**src/wdg_pkg.sv**
```systemverilog
// =====================================================================
// watchdog shared constants
package wdg_pkg;

    // =================================================================
    // register map (byte addresses)
    localparam logic [7:0] ADDR_CTRL = 8'h00;
    localparam logic [7:0] ADDR_STAT = 8'h04;
    localparam logic [7:0] ADDR_MASK = 8'h08;
    localparam logic [7:0] ADDR_CNT = 8'h0c;

    // =================================================================
    // control register field positions
    localparam int CTRL_CLR_BIT = 0;
    localparam int CTRL_RSTEN_BIT = 1;
    localparam int CTRL_BARK_BIT = 2;
    localparam int CTRL_TFLAG_BIT = 3;
    localparam int CTRL_WAKEEN_BIT = 4;
    localparam int CTRL_IRQEN_BIT = 6;
    localparam int CTRL_RUN_BIT = 7;
    localparam int CTRL_SEL_LSB = 8;
    localparam int CTRL_SEL_W = 3;

    // =================================================================
    // status / mask layout
    localparam int STAT_W = 3;
    localparam int STAT_TOUT_BIT = 0;
    localparam int STAT_BARK_BIT = 1;
    localparam int STAT_WAKE_BIT = 2;
    localparam logic [2:0] MASK_RESET = 3'h7;
    localparam logic [2:0] SEL_RESET = 3'h0;

    // =================================================================
    // timing, counted in watchdog clock periods
    localparam int CNT_BITS = 18;
    localparam int GRACE_TICKS = 1024;
    localparam int BARK_TICKS = 63;
    localparam int EXP_BASE = 4;
    localparam int EXP_STEP = 2;

    // =================================================================
    // sequencing phases
    typedef enum logic [1:0] {
        WDG_IDLE,
        WDG_GRACE,
        WDG_BARK
    } wdg_phase_t;

endpackage

```
**src/wdg_top.sv**
```systemverilog
// Implementation choices: the address-and-strobe port and the placing of the registers.
`timescale 1ns/10ps
// =====================================================================
// Overview of operation
// RULE1 - eighteen-bit up counter advances once per watchdog clock period
// RULE2 - run bit 7 set starts the counter counting upward
// RULE3 - reaching the interval sets the time-out flag; irq only when enabled
// RULE4 - every time-out opens a 1024-period window where a clear still saves
// RULE5 - bit 0 write zeroes the counter; bit drops by itself afterwards
// RULE6 - select bits 10:8 pick interval two to the 4,6,...,18 periods
// RULE7 - window ends without clear: set bark flag and assert chip reset
// RULE8 - chip reset stays high exactly 63 watchdog periods
// RULE9 - bark flag survives the chip reset for later polling
// RULE10 - powered down with wake enable bit 4: time-out wakes the chip
// RULE11 - after wake, missing clear within 1024 periods resets the chip
// RULE12 - chip reset only while reset enable bit 1 is set
// RULE13 - both flags clear on writing one; writing zero does nothing
module wdg_top #(
    parameter int CNT_W = wdg_pkg::CNT_BITS,
    parameter int GRACE_N = wdg_pkg::GRACE_TICKS,
    parameter int BARK_N = wdg_pkg::BARK_TICKS
) (
    input wire logic CLK,
    input wire logic RST,
    input wire logic CE,
    input wire logic WATCHDOG_CLOCK,
    input wire logic [7:0] ADDR,
    input wire logic [31:0] WDATA,
    input wire logic WR,
    input wire logic RD,
    output logic [31:0] RDATA,
    input wire logic POWER_DOWN,
    output logic IRQ,
    output logic WAKE,
    output logic CHIP_RST
);
    localparam int MAX_EXP = wdg_pkg::EXP_BASE + 7 * wdg_pkg::EXP_STEP;
    localparam int GW = $clog2(GRACE_N + 1);
    localparam int BW = $clog2(BARK_N + 1);

    // =================================================================
    // elaboration checks
    generate
        if (CNT_W != MAX_EXP) begin : g_bad_width
            $error("counter width must match the longest interval");
        end
        if (GRACE_N < 2 || GRACE_N > 4096 || BARK_N < 2 || BARK_N > 4096) begin : g_bad_cnt
            $error("grace and reset lengths must lie in 2..4096");
        end
    endgenerate

    // =================================================================
    // declarations
    logic tick;
    logic [CNT_W-1:0] cnt_r;
    logic [CNT_W:0] cnt_inc;
    logic clr_pend_r;
    logic run_r;
    logic rst_en_r;
    logic wake_en_r;
    logic irq_en_r;
    logic [2:0] sel_r;
    logic [2:0] stat_r;
    logic [2:0] stat_nxt;
    logic [2:0] mask_r;
    wdg_pkg::wdg_phase_t phase_r;
    logic [GW-1:0] grace_r;
    logic [BW-1:0] bark_r;
    logic timeout_hit;
    logic grace_end;
    logic bark_end;
    logic wake_r;
    logic wr_ctrl;
    logic wr_stat;
    logic wr_mask;
    logic [2:0] stat_set;
    logic [2:0] stat_clr;

    // interval in periods for a select code, one bit past the counter
    function automatic logic [CNT_W:0] interval_of(input logic [2:0] sel);
        logic [4:0] expo;
        expo = 5'(wdg_pkg::EXP_BASE) + {1'b0, sel, 1'b0};
        interval_of = (CNT_W+1)'(1) << expo;
    endfunction

    // =================================================================
    // watchdog clock edge detection
    wdg_tick_sync u_tick (
        .clk(CLK),
        .rst(RST),
        .ce(CE),
        .async_in(WATCHDOG_CLOCK),
        .tick(tick)
    );

    // =================================================================
    // write decode
    always_comb begin
        wr_ctrl = 1'b0;
        wr_stat = 1'b0;
        wr_mask = 1'b0;
        if (WR && ADDR == wdg_pkg::ADDR_CTRL) begin
            wr_ctrl = 1'b1;
        end else if (WR && ADDR == wdg_pkg::ADDR_STAT) begin
            wr_stat = 1'b1;
        end else if (WR && ADDR == wdg_pkg::ADDR_MASK) begin
            wr_mask = 1'b1;
        end
    end

    // =================================================================
    // time-out detection; next count is one bit wider so code 111 fits
    assign cnt_inc = {1'b0, cnt_r} + (CNT_W+1)'(1);
    assign timeout_hit = tick & run_r & ~clr_pend_r & (phase_r != wdg_pkg::WDG_BARK)
                       & (cnt_inc == interval_of(sel_r)); // RULE3 RULE6
    assign grace_end = tick & (phase_r == wdg_pkg::WDG_GRACE) & ~clr_pend_r
                     & (grace_r == GW'(GRACE_N - 1));
    assign bark_end = tick & (phase_r == wdg_pkg::WDG_BARK) & (bark_r == BW'(BARK_N - 1));

    // =================================================================
    // counter: clear wins over counting, free-running wrap otherwise
    always_ff @(posedge CLK) begin
        if (RST) begin
            cnt_r <= '0;
        end else if (CE) begin
            if (bark_end) begin
                cnt_r <= '0;
            end else if (tick && clr_pend_r) begin
                cnt_r <= '0; // RULE5
            end else if (tick && run_r && phase_r != wdg_pkg::WDG_BARK) begin
                cnt_r <= cnt_inc[CNT_W-1:0]; // RULE1 RULE2
            end
        end
    end

    // =================================================================
    // clear request: held until a watchdog period applies it
    always_ff @(posedge CLK) begin
        if (RST) begin
            clr_pend_r <= 1'b0;
        end else if (CE) begin
            if (wr_ctrl && WDATA[wdg_pkg::CTRL_CLR_BIT]) begin
                clr_pend_r <= 1'b1;
            end else if (tick || bark_end) begin
                clr_pend_r <= 1'b0; // RULE5
            end
        end
    end

    // =================================================================
    // control bits; the chip reset returns them to defaults
    always_ff @(posedge CLK) begin
        if (RST) begin
            run_r <= 1'b0;
            rst_en_r <= 1'b0;
            wake_en_r <= 1'b0;
            irq_en_r <= 1'b0;
            sel_r <= wdg_pkg::SEL_RESET;
        end else if (CE) begin
            if (bark_end) begin
                run_r <= 1'b0;
                rst_en_r <= 1'b0;
                wake_en_r <= 1'b0;
                irq_en_r <= 1'b0;
                sel_r <= wdg_pkg::SEL_RESET;
            end else if (wr_ctrl) begin
                run_r <= WDATA[wdg_pkg::CTRL_RUN_BIT];
                rst_en_r <= WDATA[wdg_pkg::CTRL_RSTEN_BIT];
                wake_en_r <= WDATA[wdg_pkg::CTRL_WAKEEN_BIT];
                irq_en_r <= WDATA[wdg_pkg::CTRL_IRQEN_BIT];
                sel_r <= WDATA[wdg_pkg::CTRL_SEL_LSB +: wdg_pkg::CTRL_SEL_W];
            end
        end
    end

    // =================================================================
    // grace window and chip reset sequencing
    always_ff @(posedge CLK) begin
        if (RST) begin
            phase_r <= wdg_pkg::WDG_IDLE;
            grace_r <= '0;
            bark_r <= '0;
        end else if (CE) begin
            case (phase_r)
                wdg_pkg::WDG_IDLE: begin
                    if (timeout_hit) begin
                        phase_r <= wdg_pkg::WDG_GRACE; // RULE4 RULE11
                        grace_r <= '0;
                    end
                end
                wdg_pkg::WDG_GRACE: begin
                    if (tick && clr_pend_r) begin
                        phase_r <= wdg_pkg::WDG_IDLE; // RULE4
                    end else if (timeout_hit) begin
                        grace_r <= '0;
                    end else if (grace_end && rst_en_r) begin
                        phase_r <= wdg_pkg::WDG_BARK; // RULE7 RULE11 RULE12
                        bark_r <= '0;
                    end else if (grace_end) begin
                        phase_r <= wdg_pkg::WDG_IDLE; // RULE12
                    end else if (tick) begin
                        grace_r <= grace_r + GW'(1);
                    end
                end
                wdg_pkg::WDG_BARK: begin
                    if (bark_end) begin
                        phase_r <= wdg_pkg::WDG_IDLE; // RULE8
                    end else if (tick) begin
                        bark_r <= bark_r + BW'(1);
                    end
                end
                default: begin
                    phase_r <= wdg_pkg::WDG_IDLE;
                end
            endcase
        end
    end

    // chip reset is a plain decode of the phase, free of glitches
    assign CHIP_RST = (phase_r == wdg_pkg::WDG_BARK); // RULE8

    // =================================================================
    // sticky flags: set wins over a write-one clear
    always_comb begin
        stat_set = '0;
        stat_set[wdg_pkg::STAT_TOUT_BIT] = timeout_hit;
        stat_set[wdg_pkg::STAT_BARK_BIT] = grace_end & rst_en_r;
        stat_set[wdg_pkg::STAT_WAKE_BIT] = timeout_hit & POWER_DOWN & wake_en_r;
        stat_clr = '0;
        if (wr_stat) begin
            stat_clr = WDATA[2:0];
        end else if (wr_ctrl) begin
            stat_clr[wdg_pkg::STAT_TOUT_BIT] = WDATA[wdg_pkg::CTRL_TFLAG_BIT];
            stat_clr[wdg_pkg::STAT_BARK_BIT] = WDATA[wdg_pkg::CTRL_BARK_BIT];
        end
        stat_nxt = stat_set | (stat_r & ~stat_clr); // RULE13
    end

    // flags are not touched by the chip reset, only by RST
    always_ff @(posedge CLK) begin
        if (RST) begin
            stat_r <= '0;
        end else if (CE) begin
            stat_r <= stat_nxt; // RULE3 RULE9
        end
    end

    // =================================================================
    // interrupt mask
    always_ff @(posedge CLK) begin
        if (RST) begin
            mask_r <= wdg_pkg::MASK_RESET;
        end else if (CE && wr_mask) begin
            mask_r <= WDATA[2:0];
        end
    end

    // time-out source also needs the enable bit in the control register
    assign IRQ = (stat_r[wdg_pkg::STAT_TOUT_BIT] & mask_r[wdg_pkg::STAT_TOUT_BIT] & irq_en_r)
               | (|(stat_r[2:1] & mask_r[2:1])); // RULE3

    // =================================================================
    // wake-up pulse to the power manager
    always_ff @(posedge CLK) begin
        if (RST) begin
            wake_r <= 1'b0;
        end else if (CE) begin
            wake_r <= timeout_hit & POWER_DOWN & wake_en_r; // RULE10
        end
    end

    assign WAKE = wake_r;

    // =================================================================
    // read port, data one cycle after the strobe, zero elsewhere
    always_ff @(posedge CLK) begin
        if (RST) begin
            RDATA <= '0;
        end else if (CE) begin
            RDATA <= '0;
            if (RD && ADDR == wdg_pkg::ADDR_CTRL) begin
                RDATA[wdg_pkg::CTRL_CLR_BIT] <= clr_pend_r;
                RDATA[wdg_pkg::CTRL_RSTEN_BIT] <= rst_en_r;
                RDATA[wdg_pkg::CTRL_BARK_BIT] <= stat_r[wdg_pkg::STAT_BARK_BIT];
                RDATA[wdg_pkg::CTRL_TFLAG_BIT] <= stat_r[wdg_pkg::STAT_TOUT_BIT];
                RDATA[wdg_pkg::CTRL_WAKEEN_BIT] <= wake_en_r;
                RDATA[wdg_pkg::CTRL_IRQEN_BIT] <= irq_en_r;
                RDATA[wdg_pkg::CTRL_RUN_BIT] <= run_r;
                RDATA[wdg_pkg::CTRL_SEL_LSB +: wdg_pkg::CTRL_SEL_W] <= sel_r;
            end else if (RD && ADDR == wdg_pkg::ADDR_STAT) begin
                RDATA[2:0] <= stat_r;
            end else if (RD && ADDR == wdg_pkg::ADDR_MASK) begin
                RDATA[2:0] <= mask_r;
            end else if (RD && ADDR == wdg_pkg::ADDR_CNT) begin
                RDATA[CNT_W-1:0] <= cnt_r;
            end
        end
    end
endmodule // wdg_top

```
**src/wdg_tick_sync.sv**
```systemverilog
`timescale 1ns/10ps
// =====================================================================
// brings the slow watchdog clock into CLK and marks each rising edge
module wdg_tick_sync (
    input wire logic clk,
    input wire logic rst,
    input wire logic ce,
    input wire logic async_in,
    output logic tick
);
    logic meta_r;
    logic sync_r;
    logic prev_r;

    // =================================================================
    // two-stage synchroniser, then one more stage for edge detection
    always_ff @(posedge clk) begin
        if (rst) begin
            meta_r <= 1'b0;
            sync_r <= 1'b0;
            prev_r <= 1'b0;
        end else if (ce) begin
            meta_r <= async_in;
            sync_r <= meta_r;
            prev_r <= sync_r;
        end
    end

    // edge seen only on settled stages; meta_r feeds sync_r alone
    assign tick = ce & sync_r & ~prev_r;

endmodule // wdg_tick_sync

```
**config.mk**
```make
export PLATFORM = sky130hd
export DESIGN_NAME = wdg_top
export DESIGN_NICKNAME = d
export VERILOG_FILES = /design/src/wdg_pkg.sv /design/src/wdg_top.sv /design/src/wdg_tick_sync.sv
export SDC_FILE = /design/constraint.sdc
export NUM_CORES = 1
export LEC_CHECK = 0
export CORE_ASPECT_RATIO = 1.25
export CORE_MARGIN = 3
export CORE_UTILIZATION = 45
export DETAILED_ROUTE_END_ITERATION = 8
export DONT_BUFFER_PORTS = 1
export PLACE_DENSITY_LB_ADDON = 0.05
export SETUP_SLACK_MARGIN = 0.02
export SYNTH_ARGS = -nofsm -noshare
export SYNTH_HDL_FRONTEND = slang
export SYNTH_SLANG_ARGS = --single-unit
```
**constraint.sdc**
```tcl
create_clock -name CLK -period 6.72 [get_ports CLK]
set_input_delay 1.344 -clock CLK [delete_from_list [all_inputs] [get_ports CLK]]
set_output_delay 1.344 -clock CLK [all_outputs]
set_load 0.02 [all_outputs]
```
* Word-level counts from Yosys, hierarchy flattened
Cells that the tools add are included.
Word-level totals: register bits after elaboration 73, input port bits 47, output and inout bits 35, logic and storage cells 147
Cells by class: add/subtract/negate cells 4, eq/ne operators 21, shifts and indexed selects 1, muxes and demuxes 53, bitwise logic cells 23, reductions and logical operators 28
Operator list (number):
- 18-bit 2-to-1 mux | 4
- 11-bit 2-to-1 mux | 6
- 15-bit 2-to-1 mux | 2
- 6-bit 2-to-1 mux | 5
- 11-bit one-hot mux with 2 select lines | 1
- 18-bit by 1-bit adder with 19-bit output, second input constant | 1
- 19-bit == test | 1
- 1-bit by 5-bit left shift with 19-bit output, first input constant | 1
- 1-bit 2-to-1 mux | 18
- 1-bit bitwise AND | 16
- 8-bit by 4-bit == test with 1-bit output, second input constant | 2
- 2-bit 2-to-1 mux | 8
- 7-bit AND reduction | 2
- 1-bit logical AND | 13
- 3-bit 2-to-1 mux | 4
- 6-bit one-hot mux with 2 select lines | 1
- 11-bit by 1-bit adder with 11-bit output, second input constant | 1
- 11-bit by 10-bit == test with 1-bit output, second input constant | 1
- 5-bit 2-to-1 mux | 2
- 2-bit != test, second input constant | 5
- 3-bit != test, second input constant | 3
- 8-bit by 3-bit == test with 1-bit output, second input constant | 1
- 8-bit zero test | 1
- 2-bit nonzero test | 4
- other kinds (22) | 27

* Depth between registers and ports, before layout
Gate-level depths: netlist (run 1).
depth in word-level cells 10, depth in mapped cells 11, gate-level depth less buffers 9

* Cells and area by module
From an unflattened synthesis (run 1), not the netlist that was laid out.
Unflattened totals: cells, all modules 544, area, all modules 4341.7 um2
By module, submodules not included:
- wdg_top | instances 1, cells an instance 533, area each 4235.3 um2, sequential area each 1401.3 um2
- wdg_tick_sync | instances 1, cells an instance 11, area each 106.4 um2, sequential area each 60.1 um2

* Least setup slack after synthesis (run 1)
Ideal clock, no wire load.
kind input -> register, start point input ADDR[7], end point register RDATA[10], setup time 86 ps, arrival 3119 ps, required time 6634 ps, setup slack 3516 ps, cell stages on the path 7, buffers on the path 1, cell sequence or4_1 -> nor3_1 -> nand2_1 -> nor2_1 -> clkbuf_1 -> a22oi_1 -> a211oi_1
Between the ends: word-level cells in the longest chain between the ends 6, elaborated cells between the ends (all ways) 12, classes of those cells 3 x eq/ne; 4 x mux; 5 x reduce/logical
RTL lines:
- start, declared | RTL line wdg_top.sv:27 | input wire logic [7:0] ADDR,
- 8-bit by 4-bit == test with 1-bit output | RTL line wdg_top.sv:294 | end else if (RD && ADDR == wdg_pkg::ADDR_CNT) begin
- 1-bit logical AND | RTL line wdg_top.sv:294
- 18-bit 2-to-1 mux | RTL line wdg_top.sv:294
- 15-bit 2-to-1 mux | RTL line wdg_top.sv:292 | end else if (RD && ADDR == wdg_pkg::ADDR_MASK) begin
- 15-bit 2-to-1 mux | RTL line wdg_top.sv:290 | end else if (RD && ADDR == wdg_pkg::ADDR_STAT) begin
- 5-bit 2-to-1 mux (*) | RTL line wdg_top.sv:281 | if (RD && ADDR == wdg_pkg::ADDR_CTRL) begin
- end signal, assigned by index | RTL line wdg_top.sv:282 | RDATA[wdg_pkg::CTRL_CLR_BIT] <= clr_pend_r;
- end signal, assigned by index | RTL line wdg_top.sv:283 | RDATA[wdg_pkg::CTRL_RSTEN_BIT] <= rst_en_r;
- end signal, assigned by index | RTL line wdg_top.sv:295 | RDATA[CNT_W-1:0] <= cnt_r;
- end, declared | RTL line wdg_top.sv:31 | output logic [31:0] RDATA,
Every way passes the cells marked *; elsewhere a longest branch is shown, timed or not. A chain may end at the register's enable or synchronous reset.

* Worst setup path after layout (run 1)
start point input CE, end point register phase_r[1]
Between the ends: word-level cells in the longest chain between the ends 10, elaborated cells between the ends (all ways) 22, classes of those cells 4 x eq/ne; 4 x mux; 11 x bitwise; 3 x reduce/logical
RTL lines:
- start, declared | RTL line wdg_top.sv:25 | input wire logic CE,
- 1-bit bitwise AND (2 in a row) | RTL line wdg_tick_sync.sv:30 | assign tick = ce & sync_r & ~prev_r;
- 1-bit bitwise AND (2 in a row) | RTL line wdg_top.sv:116 | assign grace_end = tick & (phase_r == wdg_pkg::WDG_GRACE) & ~clr_pend_r
- 1-bit bitwise AND | RTL line wdg_top.sv:117 | & (grace_r == GW'(GRACE_N - 1));
- 1-bit logical AND | RTL line wdg_top.sv:196 | end else if (grace_end && rst_en_r) begin
- 2-bit 2-to-1 mux | RTL line wdg_top.sv:196
- 2-bit 2-to-1 mux | RTL line wdg_top.sv:194 | end else if (timeout_hit) begin
- 2-bit 2-to-1 mux | RTL line wdg_top.sv:192 | if (tick && clr_pend_r) begin
- 2-bit one-hot mux with 3 select lines | RTL line wdg_top.sv:184 | case (phase_r)
- end signal, assigned | RTL line wdg_top.sv:187 | phase_r <= wdg_pkg::WDG_GRACE;
- end signal, assigned | RTL line wdg_top.sv:193 | phase_r <= wdg_pkg::WDG_IDLE;
- end signal, assigned | RTL line wdg_top.sv:197 | phase_r <= wdg_pkg::WDG_BARK;
- end, declared | RTL line wdg_top.sv:66 | wdg_pkg::wdg_phase_t phase_r;
Parallel ways exist; a longest one is shown, timed or not. The select of a mux whose other input is x is not followed.

==> metrics.md, run 1 <==
| Metric | Value |
|---|---|
| Result of the run | finished, final reports clean |
| Worst EP required | slightly below 7 ns |
| Gr usage total | 20.4% |
| Synth cell types | 65 |
| Share of the synthesized area in the top cell type | ~34% |
| Routed vias | between 3000 and 4000 |
| Gp weighted congestion | between 0.8 and 0.9 |
| Core outline area | between 0.009 and 0.01 mm^2 |
| Clock tree from TritonCTS | built |
| Endpoints failing setup | 0 |
| Post-synthesis cell type with the largest combined area | sky130_fd_sc_hd__dfxtp_1 |
| Largest fanout on the critical path | between 40 and 50 |
| Vert. Die Dim | ~120 um |
| Share of the cycle needed by the critical path after routing | 52.9% |
| Area of the die | approximately 0.011 mm^2 |
| Proportion of layout cells with a drive suffix above 1 | approximately 8.6% |
| Final critical delay including setup and external delays | 3.55 ns |
| Max Clock Skew | 0.00659 ns |
| Mapped Area | ~0.0043 mm^2 |
| Cell type of the slowest stage on the worst timing path | sky130_fd_sc_hd__or4_1 |
| I/O pins | 82 |
| Wirelength, routed | 10700 um |
| Biggest cell delay along the critical path | 0.81 ns |
| Initial Util | 46.9% |
| Filler Cell Count | about 930 |
| Share of synthesized area occupied by flip-flops and latches | ~34% |
| Met1 GRT Util | between 20 and 30% |
| Number of sinks handled by clock tree synthesis | 73 |
| Overflow left after global routing | 0 |
| Total iterations of the first detailed-routing run | 4 |
| Vias in the first global route | ~3500 |
| Simple-gate share of the synthesized area | between 30 and 40% |
| Routed length per placed instance | around 16 um |
| Cell types occupying the most area after synthesis | sky130_fd_sc_hd__dfxtp_1 (34%), sky130_fd_sc_hd__nor2_1 (5.3%), sky130_fd_sc_hd__nand3_1 (4.7%), sky130_fd_sc_hd__a21oi_1 (4.1%), sky130_fd_sc_hd__a22oi_1 (3.8%) |
| Antenna violations before repair | 0 |
| Worst setup SP type | input port |
| Antenna diode count | 0 |
| Total negative setup slack | 0 ns |
| Clock Pin Slew Worst Setup and Hold Paths | ~0.060 ns |
| HPWL reported at the end of detailed placement | 7380 um |
| Maximum vdd ir drop | 123 uV |
| Synth-to-Final Area Change | 7.31% |
| Routing usage on met3 | under 10% |
| CTS root buffer | sky130_fd_sc_hd__clkbuf_16 |
| Detailed-route vias per instance | roughly 5.8 |
| Utilization after layout | about half |
| Global-route wire length before repair | around 18000 um |
| Rows | 39 |
| DRC violations left | 0 |
| Clock insertion delay at the later pin of the skew report | 0.33 ns |
| Gate Count Post-Synth | between 500 and 600 |
| Count of buffers inserted at the top-level ports | 0 |
| Max frequency | about 280 MHz |
| Leading cell type by number of instances after synthesis | sky130_fd_sc_hd__dfxtp_1 |
| First DRT Iteration DRCs | between 200 and 250 |
| GRT Max-Usage Layer | met2 |
| Fin. Hold Viols | 0 |
| Complex-gate fraction of the synthesized area | 20.7% |
| Fraction of synthesized cell area in xor and xnor cells | under 10% |
| CP Class | in2reg |
| Number of gates resized after CTS | 0 |
| Maximum buffer depth of the clock tree | 2 |
| Cell Pwr Density | between 200 and 250 mW/mm^2 |
| Most frequent cells after synthesis | sky130_fd_sc_hd__dfxtp_1 (73), sky130_fd_sc_hd__nor2_1 (61), sky130_fd_sc_hd__nand2_1 (41), sky130_fd_sc_hd__nand3_1 (41), sky130_fd_sc_hd__a21oi_1 (36) |
| Area share of fa/ha/maj cells after synthesis | ~1.4% |
| Type of the most critical hold path | reg2reg |
| Series of cell instances along the critical path | nand3b_1 > or4_1 > nor3_2 > o2111ai_1 > and4b_1 > nor2_1 > o21a_1 |
| Pins Over Slew Limit | 0 |
| Final antenna-violating net count | 0 |
| Synthesized area per cell | about 8 um^2 |
| # Max-Cap Violations | 0 |
| Slew at the pin with the worst max-slew slack | ~1.2 ns |
| Static leakage | about 1.5 nW |
| FFs w/ async S/R, synth | 0% |
| Worst endpoint data arrival time | about 3.8 ns |
| Portion of netlist area occupied by mux cells | between 2 and 3% |
| Cts hold-fix bufs | 0 |
| Main combinational cell family by area after synthesis | simple AND/OR/NAND/NOR gates |
| Nature of the critical path endpoint | flop |
| Unrepaired setup endpoints after global routing | false |
| Dominant synthesized flop cell | sky130_fd_sc_hd__dfxtp_1 |
| Number of synthesized register bits | 73 |
| Tightest slew margin relative to the limit | 21.2% |
| CTS HTree Levels | 3 |
| Post-CTS Setup Bufs | 0 |
| DIE WIDTH | approximately 94 um |
| Number of flops mapped to enable cells by yosys | 0 |
| Post-layout nets | 571 |
| Num CTS Buffers | 9 |
| Pin count of the biggest net entering global routing | 70 |
| Global routing usage on met2 | between 30% and 40% |
| Synthesis warning total | 0 |
logic make-up after synthesis:
group	Yosys count
mux	12
xor+xnor	16
fa+ha+maj	5
compound gates	134
flops	73
buf+inv	61
other cells	1
simple gates	244
final timing paths:
path / start / to / slack [ns] / cells after the start
worst max-delay path: CE / phase_r[1]$_SDFFE_PP0P_ / 3.17 / 7
worst min register to register: grace_r[1]$_SDFFE_PP0P_ / grace_r[1]$_SDFFE_PP0P_ / 0.47 / 2
worst max register to register: cnt_r[0]$_SDFFE_PP0P_ / phase_r[1]$_SDFFE_PP0P_ / 3.34 / 9
worst min-delay path: grace_r[1]$_SDFFE_PP0P_ / grace_r[1]$_SDFFE_PP0P_ / 0.47 / 2
cell type report:
cell class / instances / area (um^2) / share of cell area (%)
Timing Repair Buffer: 2 / 15.0 / 0.322
Tap cell: 123 / 154 / 3.30
Sequential cell: 73 / 1460 / 31.3
Inverter: 8 / 30.0 / 0.644
Multi-Input combinational cell: 425 / 2640 / 56.5
Clock buffer: 9 / 225 / 4.83
Clock inverter: 7 / 143 / 3.06
through the flow:
step / cells / instance area, um^2 / total power [mW] / worst slack (ns) / hold WS [ns]
after CTS: 647 / 4670 / 1.07 / 3.16 / 0.479
after floorplan: 559 / 4400 / 0.486 / 3.52 / 0.441
after global routing: 647 / 4670 / 1.09 / 2.99 / 0.502
after global placement: 631 / 4300 / 0.472 / 2.85 / 0.455
after detailed placement: 631 / 4300 / 0.472 / 2.82 / 0.469
final: 647 / 4670 / 1.06 / 3.17 / 0.474
placed cells by master (no fill, tap or decap), types with 5 or more instances in the layout:
cell	n
sky130_fd_sc_hd__a211oi_1	12
sky130_fd_sc_hd__a21oi_1	36
sky130_fd_sc_hd__a22oi_1	22
sky130_fd_sc_hd__and3_1	6
sky130_fd_sc_hd__clkbuf_16	9
sky130_fd_sc_hd__conb_1	14
sky130_fd_sc_hd__dfxtp_1	73
sky130_fd_sc_hd__ha_1	5
sky130_fd_sc_hd__inv_1	6
sky130_fd_sc_hd__mux2_2	5
sky130_fd_sc_hd__mux2i_1	7
sky130_fd_sc_hd__nand2_1	41
sky130_fd_sc_hd__nand2b_1	14
sky130_fd_sc_hd__nand3_1	41
sky130_fd_sc_hd__nand3b_1	12
sky130_fd_sc_hd__nor2_1	61
sky130_fd_sc_hd__nor2b_1	6
sky130_fd_sc_hd__nor3_1	14
sky130_fd_sc_hd__o21ai_0	29
sky130_fd_sc_hd__o21ai_1	5
sky130_fd_sc_hd__xnor2_1	13
power by group:
| group | total [mW] | internal (mW) | switching, mW | leakage [nW] |
|---|---|---|---|---|
| Sequential | 0.442 | 0.436 | 0.00592 | 0.590 |
| Clock | 0.594 | 0.401 | 0.193 | 0.180 |
| Combinational | 0.0202 | 0.00722 | 0.0130 | 0.752 |
critical path, delay by kind of cell:
family | cells | cell delay (ns)
AO/OA/AOI/OAI | 2 | 0.33
AND/OR/NAND/NOR | 5 | 2.09
sequential cells by signal, indices dropped and copies added, names as in the netlist:
register       flops
rst_en_r           1
sel_r              3
u_tick.prev_r      1
wake_en_r          1
RDATA             18
stat_r             3
mask_r             3
grace_r           11
irq_en_r           1
run_r              1
u_tick.sync_r      1
bark_r             6
clr_pend_r         1
u_tick.meta_r      1
cnt_r             18
WAKE               1
phase_r            2
layer usage:
| layer | up-vias | wire length (um) | part of all wire (%) |
|---|---|---|---|
| met5 | - | 0 | 0 |
| met4 | 0 | 93 | 0.87 |
| met3 | 9 | 375 | 3.5 |
| met2 | 61 | 5460 | 51 |
| met1 | 1813 | 4740 | 44 |
| li1 | 1896 | - | - |
No activity file was read; power rests on OpenSTA's default activity.
==> inputs of run 2 (changes only) <==
- clock period: 6.72 -> 2.9 ns (I/O delays scaled with it)
==> metrics.md, run 2 (synthesis results as in run 1) <==
| Metric | Value |
|---|---|
| Result of the run | finished, final reports clean |
| DIE WIDTH | 93.9 um (unchanged) |
| Clock Pin Slew Worst Setup and Hold Paths | 0.06 ns (about the same) |
| Cts hold-fix bufs | 0 (unchanged) |
| Pin count of the biggest net entering global routing | 70 (unchanged) |
| Count of buffers inserted at the top-level ports | 0 (unchanged) |
| Antenna diode count | 0 (unchanged) |
| HPWL reported at the end of detailed placement | 7850 um (+6.4%) |
| Tightest slew margin relative to the limit | 42.2% (+21 points) |
| Maximum buffer depth of the clock tree | 2 (unchanged) |
| Fin. Hold Viols | 0 (unchanged) |
| Core outline area | 0.00927 mm^2 (unchanged) |
| Routed vias | 3957 (+4.7%) |
| Layout Cells excl Fill | 684 (+5.7%) |
| CTS HTree Levels | 3 (unchanged) |
| Number of sinks handled by clock tree synthesis | 73 (unchanged) |
| Unrepaired setup endpoints after global routing | false |
| # Max-Cap Violations | 0 (unchanged) |
| Nature of the critical path endpoint | flop |
| Highest-count cells in the layout ignoring fill and taps | sky130_fd_sc_hd__dfxtp_1 (73), sky130_fd_sc_hd__nor2_1 (60), sky130_fd_sc_hd__nand3_1 (41), sky130_fd_sc_hd__nand2_1 (41), sky130_fd_sc_hd__buf_4 (39) |
| Synth-to-Final Area Change | 12.5% |
| Endpoints failing setup | 0 (unchanged) |
| CTS root buffer | sky130_fd_sc_hd__clkbuf_16 |
| Utilization after layout | 52.8% (+2.5 points) |
| Final total power | 2.20 mW (+110%) |
| Max Clock Skew | 0.00475 ns (-0.00184 ns) |
| Clock insertion delay at the later pin of the skew report | 0.34 ns (about the same) |
| Post-layout nets | 608 (+6.5%) |
| Proportion of layout cells with a drive suffix above 1 | 15.3% (+6.7 points) |
| Reg2Reg Capture Point | phase_r[0]$_SDFFE_PP0P_ |
| Critical hold path startpoint | RST |
| Worst reg2reg setup slack | 0.21 ns (-3.13 ns) |
| Final antenna-violating net count | 0 (unchanged) |
| Vert. Die Dim | 116 um (unchanged) |
| Most frequent standard cell in the layout excluding fill and tap cells | sky130_fd_sc_hd__dfxtp_1 |
| Routed length per placed instance | 16.3 um (-1.4%) |
| Initial Util | 46.9% (unchanged) |
| Antenna violations before repair | 0 (unchanged) |
| Maximum vdd ir drop | 365 uV (+200%) |
| CP Class | reg2reg |
| Hold path endpoint | u_tick.prev_r$_SDFFE_PP0P_ |
| Total iterations of the first detailed-routing run | 4 (unchanged) |
| Cell Pwr Density | 449 mW/mm^2 (+98%) |
| Overflow left after global routing | 0 (unchanged) |
| R2R cell count | 11 (+2) |
| Gp weighted congestion | 0.882 (+0.65%) |
| Area of the die | 0.0109 mm^2 (unchanged) |
| Static leakage | 1.67 nW (+9.9%) |
| Fin area | 0.00489 mm^2 (+4.9%) |
| Clock tree from TritonCTS | built |
| DRC violations left | 0 (unchanged) |
| Number of cells traversed by the worst hold path | 1 (-1) |
| I/O pins | 82 (unchanged) |
| Pins Over Slew Limit | 0 (unchanged) |
| Type of the most critical hold path | in2reg |
| Max frequency | approximately 370 MHz |
| Wirelength, routed | 11100 um (+4.3%) |
| Number of cells in the design after placement | 668 (+5.9%) |
| Num CTS Buffers | 9 (unchanged) |
| Detailed-route vias per instance | 5.79 (-0.95%) |
| First DRT Iteration DRCs | 246 (+19%) |
| Worst endpoint data arrival time | 2.95 ns (-0.83 ns) |
| Share of the cycle needed by the critical path after routing | slightly above 90% |
| Startpoint of the most critical register-to-register path | sel_r[2]$_SDFFE_PP0P_ |
| Post-CTS Setup Bufs | 0 (unchanged) |
| Top flop regs | RDATA: 18 flops, cnt_r: 18 flops, grace_r: 11 flops |
| Vias in the first global route | 3629 (+2.8%) |
| Rows | 39 (unchanged) |
| Worst EP required | 3.16 ns (-3.79 ns) |
| Gr usage total | 21.0% (+0.62 points) |
| Largest fanout on the critical path | 8 (-84%) |
| Final critical delay including setup and external delays | between 2 and 3 ns |
| Dpl cell area | 0.00458 mm^2 (+6.5%) |
| Global-route wire length before repair | 18000 um (+1.2%) |
| Total negative setup slack | 0 ns (unchanged) |
| Worst setup SP type | flop |
| Slew at the pin with the worst max-slew slack | 0.863 ns (-0.314 ns) |
-- run 2: changes by cell type in the layout (fill, tap and decap cells not counted), sizes merged --
cell,before,now
bufinv,4,1
clkinvlp,0,3
buf,2,39
-- run 2: critical path: stages, from the launching register on --
cell	delay, ns
sky130_fd_sc_hd__dfxtp_1	0.33
sky130_fd_sc_hd__ha_1	0.30
sky130_fd_sc_hd__buf_4	0.18
sky130_fd_sc_hd__nor4_4	0.18
sky130_fd_sc_hd__xnor2_1	0.17
sky130_fd_sc_hd__mux2_2	0.36
sky130_fd_sc_hd__o22ai_2	0.24
sky130_fd_sc_hd__and3b_1	0.19
sky130_fd_sc_hd__and4b_1	0.18
sky130_fd_sc_hd__buf_4	0.17
sky130_fd_sc_hd__inv_2	0.05
sky130_fd_sc_hd__a221oi_2	0.25
-- run 2: where the power goes --
group	switching, mW	total (mW)	internal (mW)
Combinational	0.0299	0.0472	0.0173
Clock	0.463	1.13	0.664
Sequential	0.0137	1.02	1.01
Total	0.507	2.20	1.69
-- run 2: area by class of cell --
cell class	instances	area [um^2]
Clock buffer	9	225
Clock inverter	7	71.3
Fill cell	918	4380
Inverter	8	30.0
Multi-Input combinational cell	425	2660
Sequential cell	73	1460
Tap cell	123	154
Timing Repair Buffer	39	293
-- run 2: routing by layer --
metal / GRT usage (%) / up-vias / part of all wire (%)
met5: 0 / - / 0
met3: 3.57 / 19 / 4.1
met2: 36.0 / 81 / 50
met4: 10.0 / 0 / 2.4
li1: - / 1980 / -
met1: 25.5 / 1877 / 44
-- run 2: metrics by stage --
| stage | setup WS (ns) | hold WS, ns |
|---|---|---|
| 4_1_cts | 0.145 | 0.296 |
| 3_3_place_gp | 0.190 | 0.457 |
| 3_5_place_dp | 0.154 | 0.471 |
| 5_1_grt | 0.0705 | 0.294 |
| 2_1_floorplan | 0.244 | 0.441 |
| 6_report | 0.206 | 0.310 |
-- run 2: timing repair --
| action | CTS | global route |
|---|---|---|
| resized for setup | 0 | 4 |
| endpoints found under the hold margin | 0 | 0 |
| setup endpoints to repair | 0 | 4 |
-- run 2: worst max path at each step --
stage | start | to | depth (start not counted)
detailed placement | sel_r[2]$_SDFFE_PP0P_ | bark_r[1]$_SDFFE_PP0P_ | 10
global placement | sel_r[2]$_SDFFE_PP0P_ | bark_r[4]$_SDFFE_PP0P_ | 10
global route | sel_r[2]$_SDFFE_PP0P_ | phase_r[0]$_SDFFE_PP0P_ | 11
CTS | sel_r[2]$_SDFFE_PP0P_ | bark_r[4]$_SDFFE_PP0P_ | 10
floorplan | sel_r[1]$_SDFFE_PP0P_ | bark_r[1]$_SDFFE_PP0P_ | 11
finish | sel_r[2]$_SDFFE_PP0P_ | phase_r[0]$_SDFFE_PP0P_ | 11
==> inputs of run 3 (changes only) <==
- CORE_MARGIN: 3 -> default
==> metrics.md, run 3 (synthesis results as in run 1) <==
| Metric | Value |
|---|---|
| Result of the run | finished, final reports clean |
| Routed wire length on met3 | 325 um (-29%) |
| Overflow left after global routing | 0 (unchanged) |
| CTS root buffer | sky130_fd_sc_hd__clkbuf_16 |
| Tightest slew margin relative to the limit | 43.3% (+1.0 points) |
| Pins Over Slew Limit | 0 (unchanged) |
| Series of cell instances along the critical path | ha_1 > nor4_4 > xnor2_1 > mux2_2 > o22ai_2 > and3b_1 > and4b_2 > buf_4 > inv_2 > a221oi_2 |
| Filler Cell Count | 926 (+0.87%) |
| Core outline area | 0.00927 mm^2 (unchanged) |
| DRC violations left | 0 (unchanged) |
| Max frequency | 365 MHz (-1.7%) |
| Number of sinks handled by clock tree synthesis | 73 (unchanged) |
| Met2 routed WL | 5620 um (+1.3%) |
| Type of the most critical hold path | in2reg |
| Highest-count cells in the layout ignoring fill and taps | sky130_fd_sc_hd__dfxtp_1 (73), sky130_fd_sc_hd__nor2_1 (60), sky130_fd_sc_hd__nand3_1 (41), sky130_fd_sc_hd__buf_4 (41), sky130_fd_sc_hd__nand2_1 (40) |
| Unrepaired setup endpoints after global routing | true |
| Endpoints failing setup | 0 (unchanged) |
| I/O pins | 82 (unchanged) |
| Vert. Die Dim | 112 um (-3.5%) |
| Detailed-route vias per instance | 5.77 (-0.22%) |
| Clock insertion delay at the later pin of the skew report | 0.34 ns (about the same) |
| Routed length per placed instance | 16.2 um (-0.18%) |
| Wirelength, routed | 11100 um (+0.11%) |
| Global-route wire length before repair | 18800 um (+4.8%) |
| Int Power | 1.78 mW (+5.2%) |
| P_sw | 0.491 mW (-3.1%) |
| Total iterations of the first detailed-routing run | 5 (+1) |
| Proportion of layout cells with a drive suffix above 1 | 15.8% (+0.48 points) |
| Layout Cells excl Fill | 686 (+0.29%) |
| Gr usage total | 23.2% (+2.2 points) |
| Post-layout nets | 610 (+0.33%) |
| Fin. Hold Viols | 0 (unchanged) |
| Maximum buffer depth of the clock tree | 2 (unchanged) |
| Antenna violations before repair | 0 (unchanged) |
| Routed vias | 3960 (+0.076%) |
| Max Clock Skew | 0.00658 ns (+0.00183 ns) |
| Top flop regs | RDATA: 18 flops, cnt_r: 18 flops, grace_r: 11 flops |
| Count of buffers inserted at the top-level ports | 0 (unchanged) |
| Synth-to-Final Area Change | 13.4% |
| Top Metal Used | met4 |
| Biggest cell delay along the critical path | 0.38 ns (+0.02 ns) |
| Number of cells in the design after placement | 670 (+0.30%) |
| Static leakage | 1.70 nW (+1.7%) |
| Cell type of the slowest stage on the worst timing path | sky130_fd_sc_hd__and4b_2 |
| HPWL reported at the end of detailed placement | 7820 um (-0.29%) |
| Clock Pin Slew Worst Setup and Hold Paths | 0.06 ns (about the same) |
| Proportion of power drawn by combinational gates | 2.1% (about the same) |
| Vias in the first global route | 3944 (+8.7%) |
| Largest fanout on the critical path | 6 (-2) |
| Pin count of the biggest net entering global routing | 70 (unchanged) |
| Slew at the pin with the worst max-slew slack | 0.848 ns (-0.0154 ns) |
| First DRT Iteration DRCs | 223 (-9.3%) |
| Num CTS Buffers | 9 (unchanged) |
| Gp weighted congestion | 0.848 (-3.9%) |
| Share of total power in sequential cells | 45.1% (-1.5 points) |
| Share of the cycle needed by the critical path after routing | 94.5% (+1.6 points) |
| Maximum vdd ir drop | 338 uV (-7.3%) |
| Cts hold-fix bufs | 0 (unchanged) |
| Nature of the critical path endpoint | flop |
| Total negative setup slack | 0 ns (unchanged) |
| CTS HTree Levels | 3 (unchanged) |
| Antenna diode count | 0 (unchanged) |
| Final antenna-violating net count | 0 (unchanged) |
| Cell Pwr Density | 461 mW/mm^2 (+2.6%) |
| CP Class | reg2reg |
| Clock network fraction of total power | 52.8% (+1.5 points) |
| Final critical delay including setup and external delays | 2.74 ns (+0.0476 ns) |
| Initial Util | 46.9% (unchanged) |
| Worst endpoint data arrival time | 3.00 ns (+0.05 ns) |
| Area of the die | 0.0101 mm^2 (-7.6%) |
| Detailed-route wire length on metal 1 | 4930 um (+1.8%) |
| Most frequent standard cell in the layout excluding fill and tap cells | sky130_fd_sc_hd__dfxtp_1 |
| Sw Share | 21.6% (-1.4 points) |
| Worst EP required | 3.15 ns (about the same) |
| Clock tree from TritonCTS | built |
| Rows | 39 (unchanged) |
| DIE WIDTH | 89.9 um (-4.3%) |
| # Max-Cap Violations | 0 (unchanged) |
| Worst setup SP type | flop |
run 3: final cells by class:
| cell class | instances | area [um^2] | share of cell area, % |
|---|---|---|---|
| clock buffers | 9 | 225 | 4.57 |
| clock inverters | 7 | 95.1 | 1.93 |
| inverters | 8 | 30.0 | 0.609 |
| multi-input cells | 425 | 2660 | 53.9 |
| flip-flops and latches | 73 | 1460 | 29.6 |
| well taps | 123 | 154 | 3.12 |
| repair buffers | 41 | 308 | 6.24 |
run 3: final timing paths:
path	start	endpoint	slack, ns	cells after the start
min reg2reg	grace_r[1]$_SDFFE_PP0P_	grace_r[1]$_SDFFE_PP0P_	0.47	2
max	sel_r[2]$_SDFFE_PP0P_	phase_r[0]$_SDFFE_PP0P_	0.16	10
max reg2reg	sel_r[2]$_SDFFE_PP0P_	phase_r[0]$_SDFFE_PP0P_	0.16	10
min	RST	u_tick.sync_r$_SDFFE_PP0P_	0.31	1
run 3: repair_timing:
item	CTS	global route
buffers inserted	0	0
endpoints found under the setup margin	0	19
resized for setup	0	5
run 3: routing by layer:
layer  up-vias  global-route usage, %
met4         0                   9.57
met3        21                   4.17
met1      1899                   27.5
met2        64                   41.2
li1       1976                      -
met5         -                      0
run 3: power groups by stage:
stage,clock [mW],combinational (mW),sequential [mW]
2_1_floorplan,0,0.0806,1.05
3_3_place_gp,0,0.0463,1.05
3_5_place_dp,0,0.0469,1.05
4_1_cts,1.21,0.0470,1.02
5_1_grt,1.26,0.0523,1.03
6_report,1.20,0.0470,1.02
run 3: critical path: cells and delay by family (launching register included):
kind	cells	cell delay (ns)
and+or+nand+nor	3	0.78
xor gates and xnor gates	1	0.17
buffers and inverters	2	0.18
AOI/OAI and AO/OA	2	0.48
muxes	1	0.36
DFF	1	0.32
adders and majority gates	1	0.36
run 3: per-stage QoR:
stage | hold slack (ns) | utilization (%) | power (mW) | instance area (um^2) | setup slack [ns]
2_1_floorplan | 0.441 | - | 1.13 | 4400 | 0.244
3_3_place_gp | 0.458 | 49.5 | 1.09 | 4590 | 0.0912
3_5_place_dp | 0.461 | 49.5 | 1.09 | 4590 | 0.0612
4_1_cts | 0.307 | 53.0 | 2.29 | 4910 | 0.0526
5_1_grt | 0.308 | 53.2 | 2.34 | 4930 | 0.0155
6_report | 0.312 | 53.2 | 2.27 | 4930 | 0.159
